===== src/hw/status_word_pkg.sv =====
// constants for the processor status word bank
package status_word_pkg;
   localparam int         DATA_W          = 16;
   localparam int         BUS_W           = 32;
   localparam int         ADDR_W          = 4;
   localparam int         AMC_W           = 7;

   localparam logic [3:0] OFF_STATUS      = 4'h0;
   localparam logic [3:0] OFF_ACCESS_MODE = 4'h4;
   localparam logic [3:0] OFF_RESULT      = 4'h8;

   localparam int         BIT_SIGN_RE     = 15;
   localparam int         BIT_SIGN_IM     = 14;
   localparam int         BIT_CARRY_RE    = 13;
   localparam int         BIT_CARRY_IM    = 12;
   localparam int         BIT_ZERO        = 11;
   localparam int         BIT_OVF         = 10;
   localparam int         BIT_STICKY      = 9;
   localparam int         BIT_EARLY       = 8;
   localparam int         BIT_MUL_OVF     = 7;
   localparam int         BIT_VACANT      = 6;
   localparam int         BIT_CLAMP       = 5;
   localparam int         BIT_MODE_HI     = 4;
   localparam int         BIT_MODE_LO     = 3;
   localparam int         BIT_X_WRAP      = 2;
   localparam int         BIT_Y_WRAP      = 1;

   localparam logic [1:0] MODE_REAL       = 2'h1;
   localparam logic [1:0] MODE_COMPLEX    = 2'h3;
   localparam logic [1:0] MODE_DOUBLE     = 2'h2;

   localparam logic [15:0] STATUS_RESET   = 16'h0008;
   localparam logic [6:0]  AMC_RESET      = 7'h00;
   localparam logic [15:0] CLAMP_POS      = 16'h7FFF;
   localparam logic [15:0] CLAMP_NEG      = 16'h8000;

   typedef enum logic {BUS_IDLE, BUS_ANSWER} bus_state_t;
endpackage


===== src/hw/dsp_status_flag_register.sv =====
// processor status word and access mode register with avalon-mm slave
//
// Register access over Avalon-MM and the placing of the registers were decided locally.
`timescale 1ns/1ps
module dsp_status_flag_register
   import status_word_pkg::*;
#(
   parameter int RES_W = status_word_pkg::DATA_W
) (
   input  wire logic                              clk,
   input  wire logic                              rst_n,
   // avalon-mm slave
   input  wire logic [status_word_pkg::ADDR_W-1:0] address,
   input  wire logic                              read,
   input  wire logic                              write,
   input  wire logic [3:0]                        byteenable,
   input  wire logic [status_word_pkg::BUS_W-1:0] writedata,
   output logic      [status_word_pkg::BUS_W-1:0] readdata,
   output logic                                   waitrequest,
   // alu result, low half real, high half imaginary or upper double word
   input  wire logic                              alu_valid,
   input  wire logic [2*RES_W-1:0]                alu_result,
   input  wire logic                              alu_carry_lo,
   input  wire logic                              alu_carry_hi,
   input  wire logic                              alu_ovf_lo,
   input  wire logic                              alu_ovf_hi,
   // multiplier, branch and load-condition events
   input  wire logic                              mul_ovf,
   input  wire logic                              branch_tests_sticky,
   input  wire logic                              load_condition_instruction,
   input  wire logic [7:0]                        load_condition_data,
   // input fifo level
   input  wire logic                              fifo_empty,
   // decoded state
   output logic      [2*RES_W-1:0]                alu_result_out,
   output logic      [15:0]                       processor_status_word,
   output logic      [1:0]                        arith_mode,
   output logic                                   clamp_enable,
   output logic                                   x_bank_wrap_flag,
   output logic                                   y_bank_wrap_flag,
   output logic      [status_word_pkg::AMC_W-1:0] access_mode_control
);
   import status_word_pkg::*;

   generate
      if (RES_W != DATA_W) begin : g_bad_width
         $error("result lane width must be 16");
      end
   endgenerate

   // condition half
   logic sign_real_flag_q;
   logic sign_imag_flag_q;
   logic carry_real_flag_q;
   logic carry_imag_flag_q;
   logic zero_flag_q;
   logic overflow_flag_q;
   logic sticky_overflow_flag_q;
   logic early_overflow_flag_q;
   logic multiplier_overflow_flag_q;
   // state half
   logic       queue_vacant_flag_q;
   logic       clamp_enable_q;
   logic [1:0] mode_q;
   logic       x_wrap_q;
   logic       y_wrap_q;
   logic [AMC_W-1:0] amc_q;

   // bus handshake
   bus_state_t                bus_state_q;
   logic                      waitrequest_q;
   logic [BUS_W-1:0]          readdata_q;
   logic                      req;
   logic                      accept;
   logic                      wr_status;
   logic                      wr_amc;
   logic [15:0]               status_word;
   logic [BUS_W-1:0]          read_mux;

   // result decode
   logic                      is_complex;
   logic                      is_double;
   logic                      res_sign_re;
   logic                      res_sign_im;
   logic                      res_zero;
   logic                      res_carry_re;
   logic                      res_carry_im;
   logic                      res_ovf;
   logic                      res_early;
   logic [RES_W-1:0]          clamped_lo;
   logic [RES_W-1:0]          clamped_hi;
   logic                      clamp_lo_on;
   logic                      clamp_hi_on;

   assign is_complex = (mode_q == MODE_COMPLEX);
   assign is_double  = (mode_q == MODE_DOUBLE);

   always_comb begin
      res_sign_re  = 1'b0;
      res_sign_im  = 1'b0;
      res_zero     = 1'b0;
      res_carry_re = 1'b0;
      res_carry_im = 1'b0;
      res_ovf      = 1'b0;
      res_early    = 1'b0;
      if (is_double) begin
         res_sign_re  = alu_result[2*RES_W-1];
         res_zero     = (alu_result == '0);
         res_carry_re = alu_carry_hi;
         res_ovf      = alu_ovf_hi;
         res_early    = alu_result[2*RES_W-1] ^ alu_result[2*RES_W-2];
      end else if (is_complex) begin
         res_sign_re  = alu_result[RES_W-1];
         res_sign_im  = alu_result[2*RES_W-1];
         res_zero     = (alu_result[RES_W-1:0] == '0) && (alu_result[2*RES_W-1:RES_W] == '0);
         res_carry_re = alu_carry_lo;
         res_carry_im = alu_carry_hi;
         res_ovf      = alu_ovf_lo | alu_ovf_hi;
         res_early    = alu_result[RES_W-1] ^ alu_result[RES_W-2];
      end else begin
         res_sign_re  = alu_result[RES_W-1];
         res_zero     = (alu_result[RES_W-1:0] == '0);
         res_carry_re = alu_carry_lo;
         res_ovf      = alu_ovf_lo;
         res_early    = alu_result[RES_W-1] ^ alu_result[RES_W-2];
      end
   end

   // sign flags
   always_ff @(posedge clk or negedge rst_n) begin
      if (!rst_n) begin
         sign_real_flag_q <= STATUS_RESET[BIT_SIGN_RE];
         sign_imag_flag_q <= STATUS_RESET[BIT_SIGN_IM];
      end else if (load_condition_instruction) begin
         sign_real_flag_q <= load_condition_data[7];
         sign_imag_flag_q <= load_condition_data[6];
      end else if (alu_valid) begin
         sign_real_flag_q <= res_sign_re;
         sign_imag_flag_q <= res_sign_im;
      end
   end

   // carry flags
   always_ff @(posedge clk or negedge rst_n) begin
      if (!rst_n) begin
         carry_real_flag_q <= STATUS_RESET[BIT_CARRY_RE];
         carry_imag_flag_q <= STATUS_RESET[BIT_CARRY_IM];
      end else if (load_condition_instruction) begin
         carry_real_flag_q <= load_condition_data[5];
         carry_imag_flag_q <= load_condition_data[4];
      end else if (alu_valid) begin
         carry_real_flag_q <= res_carry_re;
         carry_imag_flag_q <= res_carry_im;
      end
   end

   // zero and overflow flags
   always_ff @(posedge clk or negedge rst_n) begin
      if (!rst_n) begin
         zero_flag_q     <= STATUS_RESET[BIT_ZERO];
         overflow_flag_q <= STATUS_RESET[BIT_OVF];
      end else if (load_condition_instruction) begin
         zero_flag_q     <= load_condition_data[3];
         overflow_flag_q <= load_condition_data[2];
      end else if (alu_valid) begin
         zero_flag_q     <= res_zero;
         overflow_flag_q <= res_ovf;
      end
   end

   // sticky overflow: a new overflow wins over the branch-test clear
   always_ff @(posedge clk or negedge rst_n) begin
      if (!rst_n) begin
         sticky_overflow_flag_q <= STATUS_RESET[BIT_STICKY];
      end else if (alu_valid && res_ovf) begin
         sticky_overflow_flag_q <= 1'b1;
      end else if (branch_tests_sticky) begin
         sticky_overflow_flag_q <= 1'b0;
      end
   end

   // early overflow: held until load-condition, set wins
   always_ff @(posedge clk or negedge rst_n) begin
      if (!rst_n) begin
         early_overflow_flag_q <= STATUS_RESET[BIT_EARLY];
      end else if (alu_valid && res_early) begin
         early_overflow_flag_q <= 1'b1;
      end else if (load_condition_instruction) begin
         early_overflow_flag_q <= 1'b0;
      end
   end

   // multiplier overflow only counts for complex multiplies
   always_ff @(posedge clk or negedge rst_n) begin
      if (!rst_n) begin
         multiplier_overflow_flag_q <= STATUS_RESET[BIT_MUL_OVF];
      end else if (mul_ovf && is_complex) begin
         multiplier_overflow_flag_q <= 1'b1;
      end else if (load_condition_instruction) begin
         multiplier_overflow_flag_q <= 1'b0;
      end
   end

   // queue vacant mirrors the fifo
   always_ff @(posedge clk or negedge rst_n) begin
      if (!rst_n) begin
         queue_vacant_flag_q <= STATUS_RESET[BIT_VACANT];
      end else begin
         queue_vacant_flag_q <= fifo_empty;
      end
   end

   // bus handshake: waitrequest drops for exactly one cycle per request
   assign req    = read | write;
   assign accept = req && (bus_state_q == BUS_ANSWER);

   always_ff @(posedge clk or negedge rst_n) begin
      if (!rst_n) begin
         bus_state_q   <= BUS_IDLE;
         waitrequest_q <= 1'b1;
      end else begin
         case (bus_state_q)
            BUS_IDLE: begin
               if (req) begin
                  bus_state_q   <= BUS_ANSWER;
                  waitrequest_q <= 1'b0;
               end
            end
            BUS_ANSWER: begin
               bus_state_q   <= BUS_IDLE;
               waitrequest_q <= 1'b1;
            end
            default: begin
               bus_state_q   <= BUS_IDLE;
               waitrequest_q <= 1'b1;
            end
         endcase
      end
   end

   assign wr_status = accept && write && (address == OFF_STATUS);
   assign wr_amc    = accept && write && (address == OFF_ACCESS_MODE);

   // state half: software sets clamp, mode and circular bits
   always_ff @(posedge clk or negedge rst_n) begin
      if (!rst_n) begin
         clamp_enable_q <= STATUS_RESET[BIT_CLAMP];
         mode_q         <= STATUS_RESET[BIT_MODE_HI:BIT_MODE_LO];
         x_wrap_q       <= STATUS_RESET[BIT_X_WRAP];
         y_wrap_q       <= STATUS_RESET[BIT_Y_WRAP];
      end else if (wr_status && byteenable[0]) begin
         clamp_enable_q <= writedata[BIT_CLAMP];
         mode_q         <= writedata[BIT_MODE_HI:BIT_MODE_LO];
         x_wrap_q       <= writedata[BIT_X_WRAP];
         y_wrap_q       <= writedata[BIT_Y_WRAP];
      end
   end

   always_ff @(posedge clk or negedge rst_n) begin
      if (!rst_n) begin
         amc_q <= AMC_RESET;
      end else if (wr_amc && byteenable[0]) begin
         amc_q <= writedata[AMC_W-1:0];
      end
   end

   always_comb begin
      status_word               = '0;
      status_word[BIT_SIGN_RE]  = sign_real_flag_q;
      status_word[BIT_SIGN_IM]  = sign_imag_flag_q;
      status_word[BIT_CARRY_RE] = carry_real_flag_q;
      status_word[BIT_CARRY_IM] = carry_imag_flag_q;
      status_word[BIT_ZERO]     = zero_flag_q;
      status_word[BIT_OVF]      = overflow_flag_q;
      status_word[BIT_STICKY]   = sticky_overflow_flag_q;
      status_word[BIT_EARLY]    = early_overflow_flag_q;
      status_word[BIT_MUL_OVF]  = multiplier_overflow_flag_q;
      status_word[BIT_VACANT]   = queue_vacant_flag_q;
      status_word[BIT_CLAMP]    = clamp_enable_q;
      status_word[BIT_MODE_HI:BIT_MODE_LO] = mode_q;
      status_word[BIT_X_WRAP]   = x_wrap_q;
      status_word[BIT_Y_WRAP]   = y_wrap_q;
   end

   always_comb begin
      read_mux = '0;
      case (address)
         OFF_STATUS:      read_mux[15:0]      = status_word;
         OFF_ACCESS_MODE: read_mux[AMC_W-1:0] = amc_q;
         OFF_RESULT:      read_mux            = alu_result_out;
         default:         read_mux            = '0;
      endcase
   end

   // read data captured on the request edge, standing while waitrequest is low
   always_ff @(posedge clk or negedge rst_n) begin
      if (!rst_n) begin
         readdata_q <= '0;
      end else if (read && bus_state_q == BUS_IDLE) begin
         readdata_q <= read_mux;
      end
   end

   // saturation applies per lane, never in double precision
   assign clamp_lo_on = clamp_enable_q && !is_double;
   assign clamp_hi_on = clamp_enable_q && is_complex;

   result_clamp_lane #(
      .W (RES_W)
   ) u_lane_lo (
      .clk       (clk),
      .rst_n     (rst_n),
      .load      (alu_valid),
      .clamp_on  (clamp_lo_on),
      .ovf       (alu_ovf_lo),
      .value     (alu_result[RES_W-1:0]),
      .pos_limit (CLAMP_POS),
      .neg_limit (CLAMP_NEG),
      .result_q  (clamped_lo)
   );

   result_clamp_lane #(
      .W (RES_W)
   ) u_lane_hi (
      .clk       (clk),
      .rst_n     (rst_n),
      .load      (alu_valid),
      .clamp_on  (clamp_hi_on),
      .ovf       (alu_ovf_hi),
      .value     (alu_result[2*RES_W-1:RES_W]),
      .pos_limit (CLAMP_POS),
      .neg_limit (CLAMP_NEG),
      .result_q  (clamped_hi)
   );

   // outputs, all from flops
   assign alu_result_out        = {clamped_hi, clamped_lo};
   assign readdata              = readdata_q;
   assign waitrequest           = waitrequest_q;
   assign processor_status_word = status_word;
   assign arith_mode            = mode_q;
   assign clamp_enable          = clamp_enable_q;
   assign x_bank_wrap_flag      = x_wrap_q;
   assign y_bank_wrap_flag      = y_wrap_q;
   assign access_mode_control   = amc_q;
endmodule


===== src/hw/result_clamp_lane.sv =====
// one lane of result saturation with registered output
`timescale 1ns/1ps
module result_clamp_lane #(
   parameter int W = 16
) (
   input  wire logic         clk,
   input  wire logic         rst_n,
   input  wire logic         load,
   input  wire logic         clamp_on,
   input  wire logic         ovf,
   input  wire logic [W-1:0] value,
   input  wire logic [W-1:0] pos_limit,
   input  wire logic [W-1:0] neg_limit,
   output logic      [W-1:0] result_q
);
   // a wrapped sum carries the wrong sign: negative top bit means positive overflow
   always_ff @(posedge clk or negedge rst_n) begin
      if (!rst_n) begin
         result_q <= '0;
      end else if (load) begin
         if (clamp_on && ovf && value[W-1]) begin
            result_q <= pos_limit;
         end else if (clamp_on && ovf) begin
            result_q <= neg_limit;
         end else begin
            result_q <= value;
         end
      end
   end
endmodule


===== config.mk =====
export PLATFORM = sky130hd
export DESIGN_NAME = dsp_status_flag_register
export DESIGN_NICKNAME = d
export VERILOG_FILES = /design/src/hw/status_word_pkg.sv /design/src/hw/dsp_status_flag_register.sv /design/src/hw/result_clamp_lane.sv
export SDC_FILE = /design/constraint.sdc
export NUM_CORES = 1
export LEC_CHECK = 0
export BUFFER_PORTS_ARGS = -buffer_cell sky130_fd_sc_hd__buf_4
export CAP_MARGIN = 20
export CORE_ASPECT_RATIO = 1.25
export CORE_UTILIZATION = 42
export DETAILED_ROUTE_END_ITERATION = 8
export PLACE_DENSITY = 0.85
export SLEW_MARGIN = 10
export SYNTH_ARGS = -nofsm -noshare
export SYNTH_HDL_FRONTEND = slang
export SYNTH_SLANG_ARGS = --single-unit

===== constraint.sdc =====
create_clock -name clk -period 1.45 [get_ports clk]
set_input_delay 0.0725 -clock clk [delete_from_list [all_inputs] [get_ports clk]]
set_output_delay 0.0725 -clock clk [all_outputs]
set_load 0.02 [all_outputs]

# ---- After elaboration in Yosys (flattened, before gate mapping)
# Cells that the tools add are included.
dict set report word_totals {
  input_bits 93
  n_memories 0
  latchBits 0
  wordCells 95
  ramBits 0
  reg_bits 88
  rom_bits 0
  output_inout_bits 93
}
dict set report op_classes {
  order_cmp 0
  addsub 0
  multipliers 0
  n_reduce_logical 26
  mux 39
  shifts 0
  eq_ne 5
  div_mod_pow 0
  n_bitwise 5
}
# cell count
set op_table {}
lappend op_table {{16-bit two-way mux} 5}
lappend op_table {{16-bit logical NOT} 2}
lappend op_table {{32-bit logical NOT} 1}
lappend op_table {{1-bit two-way mux} 30}
lappend op_table {{7-bit case mux with 3 select lines} 1}
lappend op_table {{9-bit case mux with 2 select lines} 1}
lappend op_table {{1-bit logical AND} 17}
lappend op_table {{2-bit nonzero test} 4}
lappend op_table {{2-bit equality test, second input constant} 2}
lappend op_table {{4-bit by 3-bit equality test with 1-bit output, second input constant} 1}
lappend op_table {{4-bit equality test, second input constant} 1}
lappend op_table {{4-bit logical NOT} 1}
lappend op_table {{1-bit case mux with 2 select lines} 2}
lappend op_table {{2-bit != test, second input constant} 1}
lappend op_table {{1-bit bitwise OR} 2}
lappend op_table {{1-bit bitwise XOR} 2}
lappend op_table {{1-bit logical NOT} 1}
lappend op_table {{1-bit inverter} 1}

# ---- Logic depth before layout (Yosys ltp)
# Gate-level depths: netlist of the first run.
dict set report depth {
  depth_word 6
  ltp_mapped 8
  mapped_depth_nobuf 6
}

# ---- Hierarchy
# From an unflattened synthesis of the first run, not the netlist that was laid out.
dict set report hier_totals {
  cells_unflattened 454
  area_unflattened_um2 4692.0
}
# module area_each_um2 seq_area_each_um2 instances cells_per_inst
set modules_own_cells {}
lappend modules_own_cells {dsp_status_flag_register 2717.6 1403.8 1 242}
lappend modules_own_cells {result_clamp_lane 987.2 400.4 2 106}

# ---- Worst setup path after synthesis of the first run
# Ideal clock, no wire load.
dict set report synth_path {
  path_type {flip-flop to flip-flop}
  startpoint {reg mode_q[0], in the netlist arith_mode[0]}
  endpoint {reg u_lane_lo.result_q[10]}
  period_less_slack_ps 1633
  t_arrival_ps 1496
  slack_ps -183
  path_stages_with_launch 7
  n_path_buf 2
  setup_ps 137
  required_time_ps 1313
  path_cell_list {dfstp_2 -> nand2b_1 -> buf_4 -> nand3_1 -> buf_2 -> a21oi_1 -> a21oi_1}
}
dict set report synth_between {
  elab_chain_cells 6
  word_cells_on_any_way 7
  cone_classes {eq/ne (1); mux (2); reduce/logical (4)}
}
# element line
set synth_rtl {}
lappend synth_rtl {{start: declaration} dsp_status_flag_register.sv:64} ;# logic [1:0] mode_q;
lappend synth_rtl {{start signal: assignment} dsp_status_flag_register.sv:248} ;# mode_q <= STATUS_RESET[BIT_MODE_HI:BIT_MODE_LO];
lappend synth_rtl {{start signal: assignment} dsp_status_flag_register.sv:253} ;# mode_q <= writedata[BIT_MODE_HI:BIT_MODE_LO];
lappend synth_rtl {{2-bit equality test *} dsp_status_flag_register.sv:96} ;# assign is_double = (mode_q == MODE_DOUBLE);
lappend synth_rtl {{1-bit logical NOT *} dsp_status_flag_register.sv:305} ;# assign clamp_lo_on = clamp_enable_q && !is_double;
lappend synth_rtl {{1-bit logical AND *} dsp_status_flag_register.sv:305}
lappend synth_rtl {{1-bit logical AND *} {result_clamp_lane.sv:21, result_clamp_lane.sv:23}}
lappend synth_rtl {{16-bit two-way mux / 1-bit logical AND (equally long branches)} {result_clamp_lane.sv:23, result_clamp_lane.sv:21}}
lappend synth_rtl {{16-bit two-way mux *} result_clamp_lane.sv:21} ;# if (clamp_on && ovf && value[W-1]) begin
lappend synth_rtl {{end signal: assignment} result_clamp_lane.sv:22} ;# result_q <= pos_limit;
lappend synth_rtl {{end signal: assignment} result_clamp_lane.sv:24} ;# result_q <= neg_limit;
lappend synth_rtl {{end signal: assignment} result_clamp_lane.sv:26} ;# result_q <= value;
lappend synth_rtl {{end: declaration} result_clamp_lane.sv:14} ;# output logic [W-1:0] result_q
# Every way passes the cells marked *; elsewhere a longest branch is shown, timed or not.
# A chain may end at the register's enable or synchronous reset.

# ---- Worst setup path after layout of the first run
dict set report layout_path {
  startpoint {reg mode_q[0], in the netlist arith_mode[0]}
  endpoint {reg carry_real_flag_q}
}
dict set report layout_between {
  elab_chain_cells 4
}
# element line
set layout_rtl {}
lappend layout_rtl {{2-bit equality test} dsp_status_flag_register.sv:96}
lappend layout_rtl {{1-bit two-way mux} dsp_status_flag_register.sv:106} ;# if (is_double) begin
lappend layout_rtl {{1-bit two-way mux} dsp_status_flag_register.sv:151} ;# end else if (alu_valid) begin
lappend layout_rtl {{1-bit two-way mux} dsp_status_flag_register.sv:148} ;# end else if (load_condition_instruction) begin
lappend layout_rtl {{end signal: assignment} dsp_status_flag_register.sv:146} ;# carry_real_flag_q <= STATUS_RESET[BIT_CARRY_RE];
lappend layout_rtl {{end signal: assignment} dsp_status_flag_register.sv:149} ;# carry_real_flag_q <= load_condition_data[5];
lappend layout_rtl {{end signal: assignment} dsp_status_flag_register.sv:152} ;# carry_real_flag_q <= res_carry_re;
lappend layout_rtl {{end: declaration} dsp_status_flag_register.sv:54} ;# logic carry_real_flag_q;
# No other way between the ends. The select of a mux whose other input is x is not followed.

==> results.md, run 1 <==
* Critical Path End: carry_real_flag_q
* Post-synth top flop: dfrtp_1
* ANT nets after route at 0
* # port buffers at 154
* CTS max path bufs at 2
* Crit. End Element: flip-flop
* Power per cell area at 1110 nW/µm²
* Die area at 10000 µm²
* R2r startpoint: arith_mode[0]
* Max_cap viols at 0
* Levels on crit path at 4
* Worst setup path class: reg -> reg
* DRC Markers at 0
* Post-layout min period at 1410 ps
* Register area share after synthesis at 54.5%
* Final slew viol count at 0
* TritonCTS buffer count at 9
* GPL Wtd Cong at 0.826
* ANT cells at 0
* Core area at 9270 µm²
* Number of global-route vias before repair at 3786
* Area post-placement at 5350 µm²
* Design Area, Final at 5890 µm²
* Filler cells at 750
* Vias per cell at 5.41
* # setup viols final at 0
* RSZ-0062 raised after global routing: yes
* Vias at 3827
* Largest net degree at the start of global routing at 43
* GRT Total Usage at 24.3%
* Routed length per instance at 16.9 µm
* First-pass GRT wire length at 19.0 mm
* Hold WC Path Type: in -> reg
* Post-synth EDFFs at 0
* Syn avg cell area at 9.92 µm²
* Slowest CP cell: dfstp_2
* Clk sinks at 88
* Layout cells sized above 1 at 40.1%
* Status: complete, no violations
* Final WS setup at 41.2 ps
* R2R Path End: carry_real_flag_q
* R2R Setup Slk at 40 ps
* Detailed Place HPWL at 8.61 mm
* Max rail drop VDD at 0.000614 V
* Clk slew on worst S/H paths at 70 ps
* Die H at 112 µm
* Setup WS pre-CTS at -54.1 ps
* Cell Area, Synth at 4050 µm²
* Clock skew at 8.43 ps
* Final core utilization at 63.6%
* Worst-path fanout max at 6
* Clock root cell: clkbuf_16
* Width of the chip at 89.8 µm
* Initial drt markers at 150
* CP Buf/Inv Count at 0
* Initial antenna violation count at 0
* Largest stage delay, worst path at 550 ps
* Area of the multi-input gates at 1620 µm²
* Leak at 2.78 nW
* R2r worst-path depth at 4
* CTS tree: built
* WP data arrival at 1650 ps
* Critical path, cell by cell: nand2b_4, mux2i_1, a211oi_1, a21o_1
* Yosys reg bits at 88
* Area growth syn-to-layout at 45.7%
* Initial Utilization at 43.6%
* Synthesized Nets at 503
* Critical path required time at 1690 ps
* Kind of cell adding the most delay to the critical path: flip-flops
* Max H-tree Level at 3
* Nets at 674
* Worst setup SP type: flip-flop
* Distinct cells, synth at 43
* Synth warnings at 0
* Cells after Synth at 408
* Critical path startpoint: arith_mode[0]
* Num ports at 186
* Register area at 2210 µm²
* TritonRoute pass-1 iters at 6
* Worst-skew pair later-pin latency at 340 ps
* Max Freq at 0.710 GHz
* Post-synth ARST share at 100%
* Total routed wirelength at 12.0 mm
* Final hold vios at 0
* Period utilisation layout at 97.2%
* Setup TNS at 0 ps
* Row cnt at 39
* GR Overflow Total at 0
sequential cells by signal, summed over array words and instances (netlist names):
signal	flops
readdata	32
u_lane_hi.result_q	16
u_lane_lo.result_q	16
access_mode_control	7
arith_mode	2
bus_state_q	1
carry_imag_flag_q	1
carry_real_flag_q	1
clamp_enable	1
early_overflow_flag_q	1
multiplier_overflow_flag_q	1
overflow_flag_q	1
queue_vacant_flag_q	1
sign_imag_flag_q	1
sign_real_flag_q	1
sticky_overflow_flag_q	1
waitrequest	1
x_bank_wrap_flag	1
y_bank_wrap_flag	1
zero_flag_q	1
logic make-up (layout without fill, tap and decap cells):
| logic type | count (synthesis) | after routing | synth area share, % |
|---|---|---|---|
| XOR/XNOR | 2 | 2 | 0.433 |
| other | 1 | 1 | 0.0927 |
| AO/OA/AOI/OAI | 126 | 126 | 17.4 |
| buffers and inverters | 49 | 225 | 6.62 |
| flip-flops | 88 | 88 | 54.5 |
| AND/OR/NAND/NOR | 117 | 117 | 14.1 |
| multiplexers | 23 | 23 | 6.28 |
| adder cells (fa/ha/maj) | 2 | 2 | 0.618 |
cell usage after synthesis (4+ instances only):
library cell	n	area [µm²]
dfrtp_1	86	2150
a21oi_1	62	310
nand2_1	56	210
o21ai_0	38	190
nor2_1	36	135
mux2_2	19	214
buf_4	17	128
a22oi_1	15	113
clkbuf_1	13	48.8
buf_2	10	50.1
inv_1	7	26.3
nor4_1	5	31.3
mux2i_1	4	40.0
power breakdown:
part           internal (mW)  switching (mW)
sequential              2.66           0.180
clock                   1.33           0.957
combinational          0.667           0.775
layout make-up:
type                       count  area share [%]
clock buffer                  10            3.88
clock inverter                 6            1.04
inverter                       7           0.446
multi-input combinational    271            27.4
sequential                    88            37.4
tap                          123            2.61
timing repair buffer         202            27.2
routing by layer:
metal  global-route usage (%)  part of all wire [%]
met5                        0                     0
met4                     14.2                   3.2
met3                     3.28                   6.4
met2                     43.6                    53
met1                     27.5                    37
placed cells by master (no fill, tap or decap), drive strengths merged, types with 4 or more instances in the layout:
master and instances:
dfrtp 86, clkinv 4, a22oi 15, nand2 56, mux2i 4, nor4 6
mux2 19, a21oi 62, nor2 38, dlygate4sd3 19, inv 7, buf 183
clkbuf 10, o21ai 39
worst register-to-register path: cells and delay by family (launching register included):
family	cells	cell delay, ps
flip-flops	1	550
AND/OR/NAND/NOR	1	180
multiplexers	1	290
AO/OA/AOI/OAI	2	280
what timing repair did:
action                                  CTS  global route
endpoints found under the hold margin    49             0
setup buffers                             1             4
endpoints found under the setup margin    5            28
pin swaps                                 2             7
resized for setup                         3             4
hold buffers                             19             0
worst min-delay path by stage:
stage / start / slack, ps / cells past startpoint / end
finish: alu_result[10] / 20 / 3 / u_lane_lo.result_q[10]
detailed placement: rst_n / 20 / 1 / access_mode_control[6]
global placement: rst_n / 10 / 1 / access_mode_control[6]
floorplan: rst_n / -220 / 0 / access_mode_control[0]
global route: alu_result[7] / 30 / 3 / u_lane_lo.result_q[7]
CTS: alu_result[7] / 10 / 3 / u_lane_lo.result_q[7]
metrics by stage:
step	power, mW	hold slack (ps)	instances
2_1_floorplan	3.58	-223	408
3_3_place_gp	4.20	14.3	667
3_5_place_dp	4.25	22.4	667
4_1_cts	6.58	11.5	703
5_1_grt	6.79	25.9	707
6_report	6.56	22.6	707
Power figures use the tool's default switching activity.
==> run 2, diff against run 1 <==
==> constraint.sdc (replaced) <==
create_clock -name clk -period 1.45 [get_ports clk]
set_input_delay 0.29 -clock clk [delete_from_list [all_inputs] [get_ports clk]]
set_output_delay 0.29 -clock clk [all_outputs]
set_load 0.02 [all_outputs]
==> run 2 against run 1 <==
Critical path depth is the same. Highest routed layer unchanged. Sequential power about the same. Clock power is essentially flat. Hold slack got worse by 32 ps. Largest cell class unchanged. Power down 0.29%. The flow now finishes with violations (hold timing, setup timing). Via count decreased by 4.8%. Die area did not move. Critical endpoint unchanged.
==> results.md, run 2 (synthesis results as in run 1) <==
* R2R Setup Slk at -10 ps
* Clk sinks at 88
* ANT cells at 0
* CP Buf/Inv Count at 0
* Routed length per instance at 16.2 µm
* WP data arrival at 1690 ps
* Width of the chip at 89.8 µm
* Final hold vios at 9
* P_int at 4.69 mW
* Clock skew at 9.40 ps
* Die H at 112 µm
* CTS max path bufs at 2
* CTS tree: built
* First-pass GRT wire length at 18.3 mm
* Die area at 10000 µm²
* # port buffers at 154
* Register area at 2210 µm²
* Failing checks: hold timing, setup timing
* Tot Pwr at 6.54 mW
* TritonCTS buffer count at 9
* Total routed wirelength at 11.2 mm
* Leak at 2.72 nW
* Hold WC Path Type: in -> async
* Worst-path fanout max at 6
* Clock power frac at 35.2%
* Final slew viol count at 0
* Levels on crit path at 4
* GRT Total Usage at 23.1%
* Detailed Place HPWL at 8.43 mm
* Initial drt markers at 185
* Initial antenna violation count at 0
* ANT nets after route at 0
* # setup viols final at 1
* Setup TNS at -9.75 ps
* Design Area, Final at 5770 µm²
* Commonest non-fill, non-tap cells in the layout: 179 x buf_4, 85 x dfrtp_1, 59 x a21oi_1
* Max_cap viols at 0
* Worst setup SP type: flip-flop
* Area post-placement at 5400 µm²
* Worst-skew pair later-pin latency at 340 ps
* Vias per cell at 5.27
* Area growth syn-to-layout at 42.7%
* Area of the multi-input gates at 1630 µm²
* GR Overflow Total at 0
* Switching Share at 28.4%
* Max FFs per register at 32
* Clock root cell: clkbuf_16
* Max rail drop VDD at 0.000681 V
* Inst Count DP at 672
* Flop pwr share at 43.3%
* Clk slew on worst S/H paths at 60 ps
* Final core utilization at 62.3%
* Slowest CP cell: dfstp_2
* R2r worst-path depth at 4
* Number of global-route vias before repair at 3629
* Commonest non-fill, non-tap cell in the layout: buf_4
* Filler cells at 798
* Combinational share of power at 21.5%
* Worst setup path class: reg -> reg
* Row cnt at 39
* Max Freq at 0.685 GHz
* Final Non-Filler Cells at 691
* Final WS setup at -9.75 ps
* TritonRoute pass-1 iters at 4
* Critical Path End: carry_real_flag_q
* R2R Path End: carry_real_flag_q
* Critical path required time at 1680 ps
* Kind of cell adding the most delay to the critical path: flip-flops
* RSZ-0062 raised after global routing: yes
* NetSw at 1.86 mW
* R2r startpoint: arith_mode[0]
* Status: finished with violations
* Initial Utilization at 43.6%
* DRC Markers at 0
* Num ports at 186
* Max H-tree Level at 3
* Vias at 3643
* Largest net degree at the start of global routing at 89
* Critical path, cell by cell: nand2b_4, mux2i_1, a211oi_1, a21o_1
* GPL Wtd Cong at 0.818
* Post-layout min period at 1460 ps
* Core area at 9270 µm²
* Power per cell area at 1130 nW/µm²
* Critical path startpoint: arith_mode[0]
* Largest stage delay, worst path at 580 ps
* Nets at 658
* Period utilisation layout at 101%
* Crit. End Element: flip-flop
* Layout cells sized above 1 at 42.3%
* Hold slack at -9.78 ps
run 2: changes by cell type in the layout (fill, tap and decap cells not counted), sizes merged:
cell,change
buf,+3
clkinvlp,-1
clkbuf,+1
dlygate4sd3,-19
run 2: power groups by stage:
stage | clock network [mW] | logic (mW) | registers, mW
2_1_floorplan | 0 | 0.539 | 3.04
3_3_place_gp | 0 | 1.35 | 2.86
3_5_place_dp | 0 | 1.39 | 2.87
4_1_cts | 2.35 | 1.41 | 2.83
5_1_grt | 2.46 | 1.50 | 2.86
6_report | 2.31 | 1.41 | 2.83
run 2: metal layers:
metal	GRT usage (%)	share of wire [%]	up-vias	routed length (µm)
li1	-	-	1716	-
met1	27.6	39	1753	4370
met2	40.7	53	149	5900
met3	4.10	5.5	25	615
met4	10.1	2.8	0	309
met5	0	0	-	0
run 2: stage by stage:
stage / hold slack (ps) / worst slack [ps]
CTS: 7.32 / -19.2
global placement: 357 / -220
floorplan: -5.59 / -89.4
finish: -9.78 / -9.75
global route: 19.5 / -64.1
detailed placement: 365 / -255
run 2: worst min path at each step:
| stage | from | to | slack, ps | cells past startpoint |
|---|---|---|---|---|
| after floorplan | rst_n | access_mode_control[0] | -6 | 0 |
| after global placement | rst_n | queue_vacant_flag_q | 360 | 2 |
| after detailed placement | rst_n | access_mode_control[4] | 360 | 2 |
| after CTS | rst_n | readdata[3] | 7 | 2 |
| after global routing | rst_n | access_mode_control[4] | 20 | 2 |
| final | rst_n | access_mode_control[4] | -10 | 2 |
run 2: layout make-up:
cell class                 count  share of cell area (%)
tap                          123                    2.67
sequential                    88                    38.2
clock buffer                  11                    4.20
timing repair buffer         186                    25.2
inverter                       7                   0.455
multi-input combinational    271                    28.2
clock inverter                 5                   0.997
run 2: timing repair:
item | 4_1_cts | 5_1_grt
setup buffers | 0 | 3
gates resized for setup | 9 | 4
hold buffers | 0 | 0
pin swaps | 2 | 5
endpoints found under the hold margin | 0 | 0
endpoints found under the setup margin | 24 | 49
run 2: worst reg2reg max path: cells and delay by family, from the launching register on:
| kind | cells | cell delay [ps] |
|---|---|---|
| AND/OR/NAND/NOR | 1 | 190 |
| AO/OA/AOI/OAI | 2 | 280 |
| multiplexers | 1 | 310 |
| flip-flops | 1 | 580 |
==> run 3, diff against run 2 <==
--- a/config.mk
+++ b/config.mk
@@ -8,9 +8,10 @@
 export BUFFER_PORTS_ARGS = -buffer_cell sky130_fd_sc_hd__buf_4
 export CAP_MARGIN = 20
 export CORE_ASPECT_RATIO = 1.25
-export CORE_UTILIZATION = 42
+export CORE_UTILIZATION = 47
 export DETAILED_ROUTE_END_ITERATION = 8
-export PLACE_DENSITY = 0.85
+export PLACE_DENSITY = 0.89
+export RECOVER_POWER = 100
 export SLEW_MARGIN = 10
 export SYNTH_ARGS = -nofsm -noshare
 export SYNTH_HDL_FRONTEND = slang
==> constraint.sdc (replaced) <==
create_clock -name clk -period 1.6 [get_ports clk]
set_input_delay 0.32 -clock clk [delete_from_list [all_inputs] [get_ports clk]]
set_output_delay 0.32 -clock clk [all_outputs]
set_load 0.02 [all_outputs]
==> run 3 against run 2 <==
Power fell by 21%. Count of clock-buffer cells in the layout up 1. Sequential share of layout area is 4.8 points higher. Largest cell class unchanged. The run now ends clean. Critical path depth fell by 2. Flip-flop and latch count did not move. Final cell count down 5.1%. Non-clock buffer count is 9 lower. First-iteration DRC count increased by 1.6%. Largest power group unchanged. Via count decreased by 1.8%. Critical path type is now reg -> out. Register-to-register slack improved by 90 ps.
==> results.md, run 3 (synthesis results as in run 1) <==
* CTS max path bufs at 2
* # port buffers at 154
* RSZ-0062 raised after global routing: no
* Initial antenna violation count at 0
* Hold Path Depth at 1
* Switching Share at 30.7%
* Period utilisation layout at 96.1%
* Inst Count DP at 639
* Commonest non-fill, non-tap cells in the layout: 91 x clkbuf_1, 85 x dfrtp_1, 78 x buf_4
* Filler cells at 713
* GPL Wtd Cong at 0.858
* Vias at 3577
* Max_cap viols at 0
* Area of the multi-input gates at 1590 µm²
* # setup viols final at 0
* TritonRoute pass-1 iters at 5
* TritonCTS buffer count at 9
* GRT Total Usage at 25.2%
* Worst-path fanout max at 7
* Nets at 649
* Die area at 8990 µm²
* Setup TNS at 0 ps
* Number of global-route vias before repair at 3451
* Leak at 2.27 nW
* Hold WC Path Type: in -> reg
* Max rail drop VDD at 0.000512 V
* Clock root cell: clkbuf_8
* ANT cells at 0
* Commonest non-fill, non-tap cell in the layout: clkbuf_1
* Routed length per instance at 16.7 µm
* Vias per cell at 5.45
* GR Overflow Total at 0
* Final slew viol count at 0
* Clk slew on worst S/H paths at 80 ps
* Max H-tree Level at 3
* Row cnt at 37
* Num ports at 186
* Clock skew at 7.94 ps
* DRC Markers at 0
* Final hold vios at 0
* Critical path required time at 1280 ps
* Max FFs per register at 32
* Worst-Margin Slew at 611 ps
* Post-layout min period at 1540 ps
* Detailed Place HPWL at 8.37 mm
* Final Non-Filler Cells at 656
* Flop pwr share at 49.7%
* Clock power frac at 29.3%
* CTS tree: built
* Post-CTS setup buffers at 0
* Largest net degree at the start of global routing at 46
* Combinational share of power at 21.0%
* P_int at 3.56 mW
* Max Freq at 0.650 GHz
* Tot Pwr at 5.14 mW
* WP data arrival at 1220 ps
* R2r worst-path depth at 4
* Initial Utilization at 48.8%
* Worst-skew pair later-pin latency at 360 ps
* Area post-placement at 5290 µm²
* Total routed wirelength at 11.0 mm
* ANT nets after route at 0
* Worst setup path class: reg -> out
* Register area at 2210 µm²
* Critical path's most frequent cell: clkbuf_2
* Status: complete, no violations
* Worst setup SP type: flip-flop
* Crit. End Element: output port
* Critical path, cell by cell: clkbuf_2, clkbuf_2
* Width of the chip at 85.0 µm
* Largest stage delay, worst path at 460 ps
* Initial drt markers at 188
* Area growth syn-to-layout at 26.8%
* Core area at 8290 µm²
* Headroom to the max-slew limit at 59.2%
* Clk sinks at 88
* Design Area, Final at 5130 µm²
* Die H at 106 µm
* NetSw at 1.58 mW
* First-pass GRT wire length at 17.2 mm
* Power per cell area at 1000 nW/µm²
* Slowest CP cell: dfrtp_2
* Layout cells sized above 1 at 23.8%
-- run 3: cell count changes in the layout (fill, tap and decap cells not counted), moves of 3 or more --
cell	change
clkbuf_8	+9
clkbuf_1	+90
clkbuf_2	+5
buf_12	-3
a21oi_1	+3
buf_4	-101
clkbuf_16	-9
clkbuf_4	+3
a21oi_2	-3
buf_6	-3
-- run 3: path summary, 6_finish.rpt --
kind | from | to | slack [ps]
max | arith_mode[1] | processor_status_word[4] | 60
min | fifo_empty | queue_vacant_flag_q | 90
max reg2reg | arith_mode[0] | carry_real_flag_q | 80
min reg2reg | readdata[24] | readdata[24] | 480
max in group asynchronous | rst_n | arith_mode[1] | 290
min in group asynchronous | rst_n | access_mode_control[1] | 350
-- run 3: power groups by stage --
stage | clock network (mW) | registers (mW) | logic [mW]
6_report | 1.51 | 2.55 | 1.08
5_1_grt | 1.64 | 2.57 | 1.17
4_1_cts | 1.54 | 2.55 | 1.25
3_5_place_dp | 0 | 2.60 | 1.24
3_3_place_gp | 0 | 2.59 | 1.20
2_1_floorplan | 0 | 2.76 | 0.472
-- run 3: per-layer routing --
metal | vias to the layer above | wire length, µm | global-route usage (%)
li1 | 1700 | - | -
met2 | 149 | 5870 | 45.1
met1 | 1710 | 4210 | 28.9
met5 | - | 0 | 0
met3 | 18 | 662 | 4.70
met4 | 0 | 226 | 11.4
-- run 3: timing repair --
item / in CTS / in global routing
gates cloned: 0 / 0
endpoints found under the hold margin: 80 / 0
resized for setup: 2 / 1
setup endpoints to repair: 17 / 2
hold buffers: 1 / 0
pin swaps: 0 / 0
-- run 3: area by class of cell --
cell class,instances,area share (%)
clock inverters,4,0.878
repair buffers,177,19.4
well taps,97,2.36
clock buffers,12,2.83
flip-flops and latches,88,43.0
inverters,7,0.512
multi-input cells,271,31.0
-- run 3: critical path: cells and delay by family, from the launching register on --
kind / cells / cell delay, ps
flip-flops: 1 / 460
buffers and inverters: 2 / 400
-- run 3: stage by stage --
step | hold slack (ps) | setup slack, ps | util [%]
floorplan | 24.4 | 27.8 | -
global placement | 142 | -58.4 | 63.9
detailed placement | 142 | -105 | 63.9
CTS | 56.1 | 60.4 | 66.4
global route | 70.6 | 9.16 | 61.9
finish | 87.6 | 62.6 | 61.9
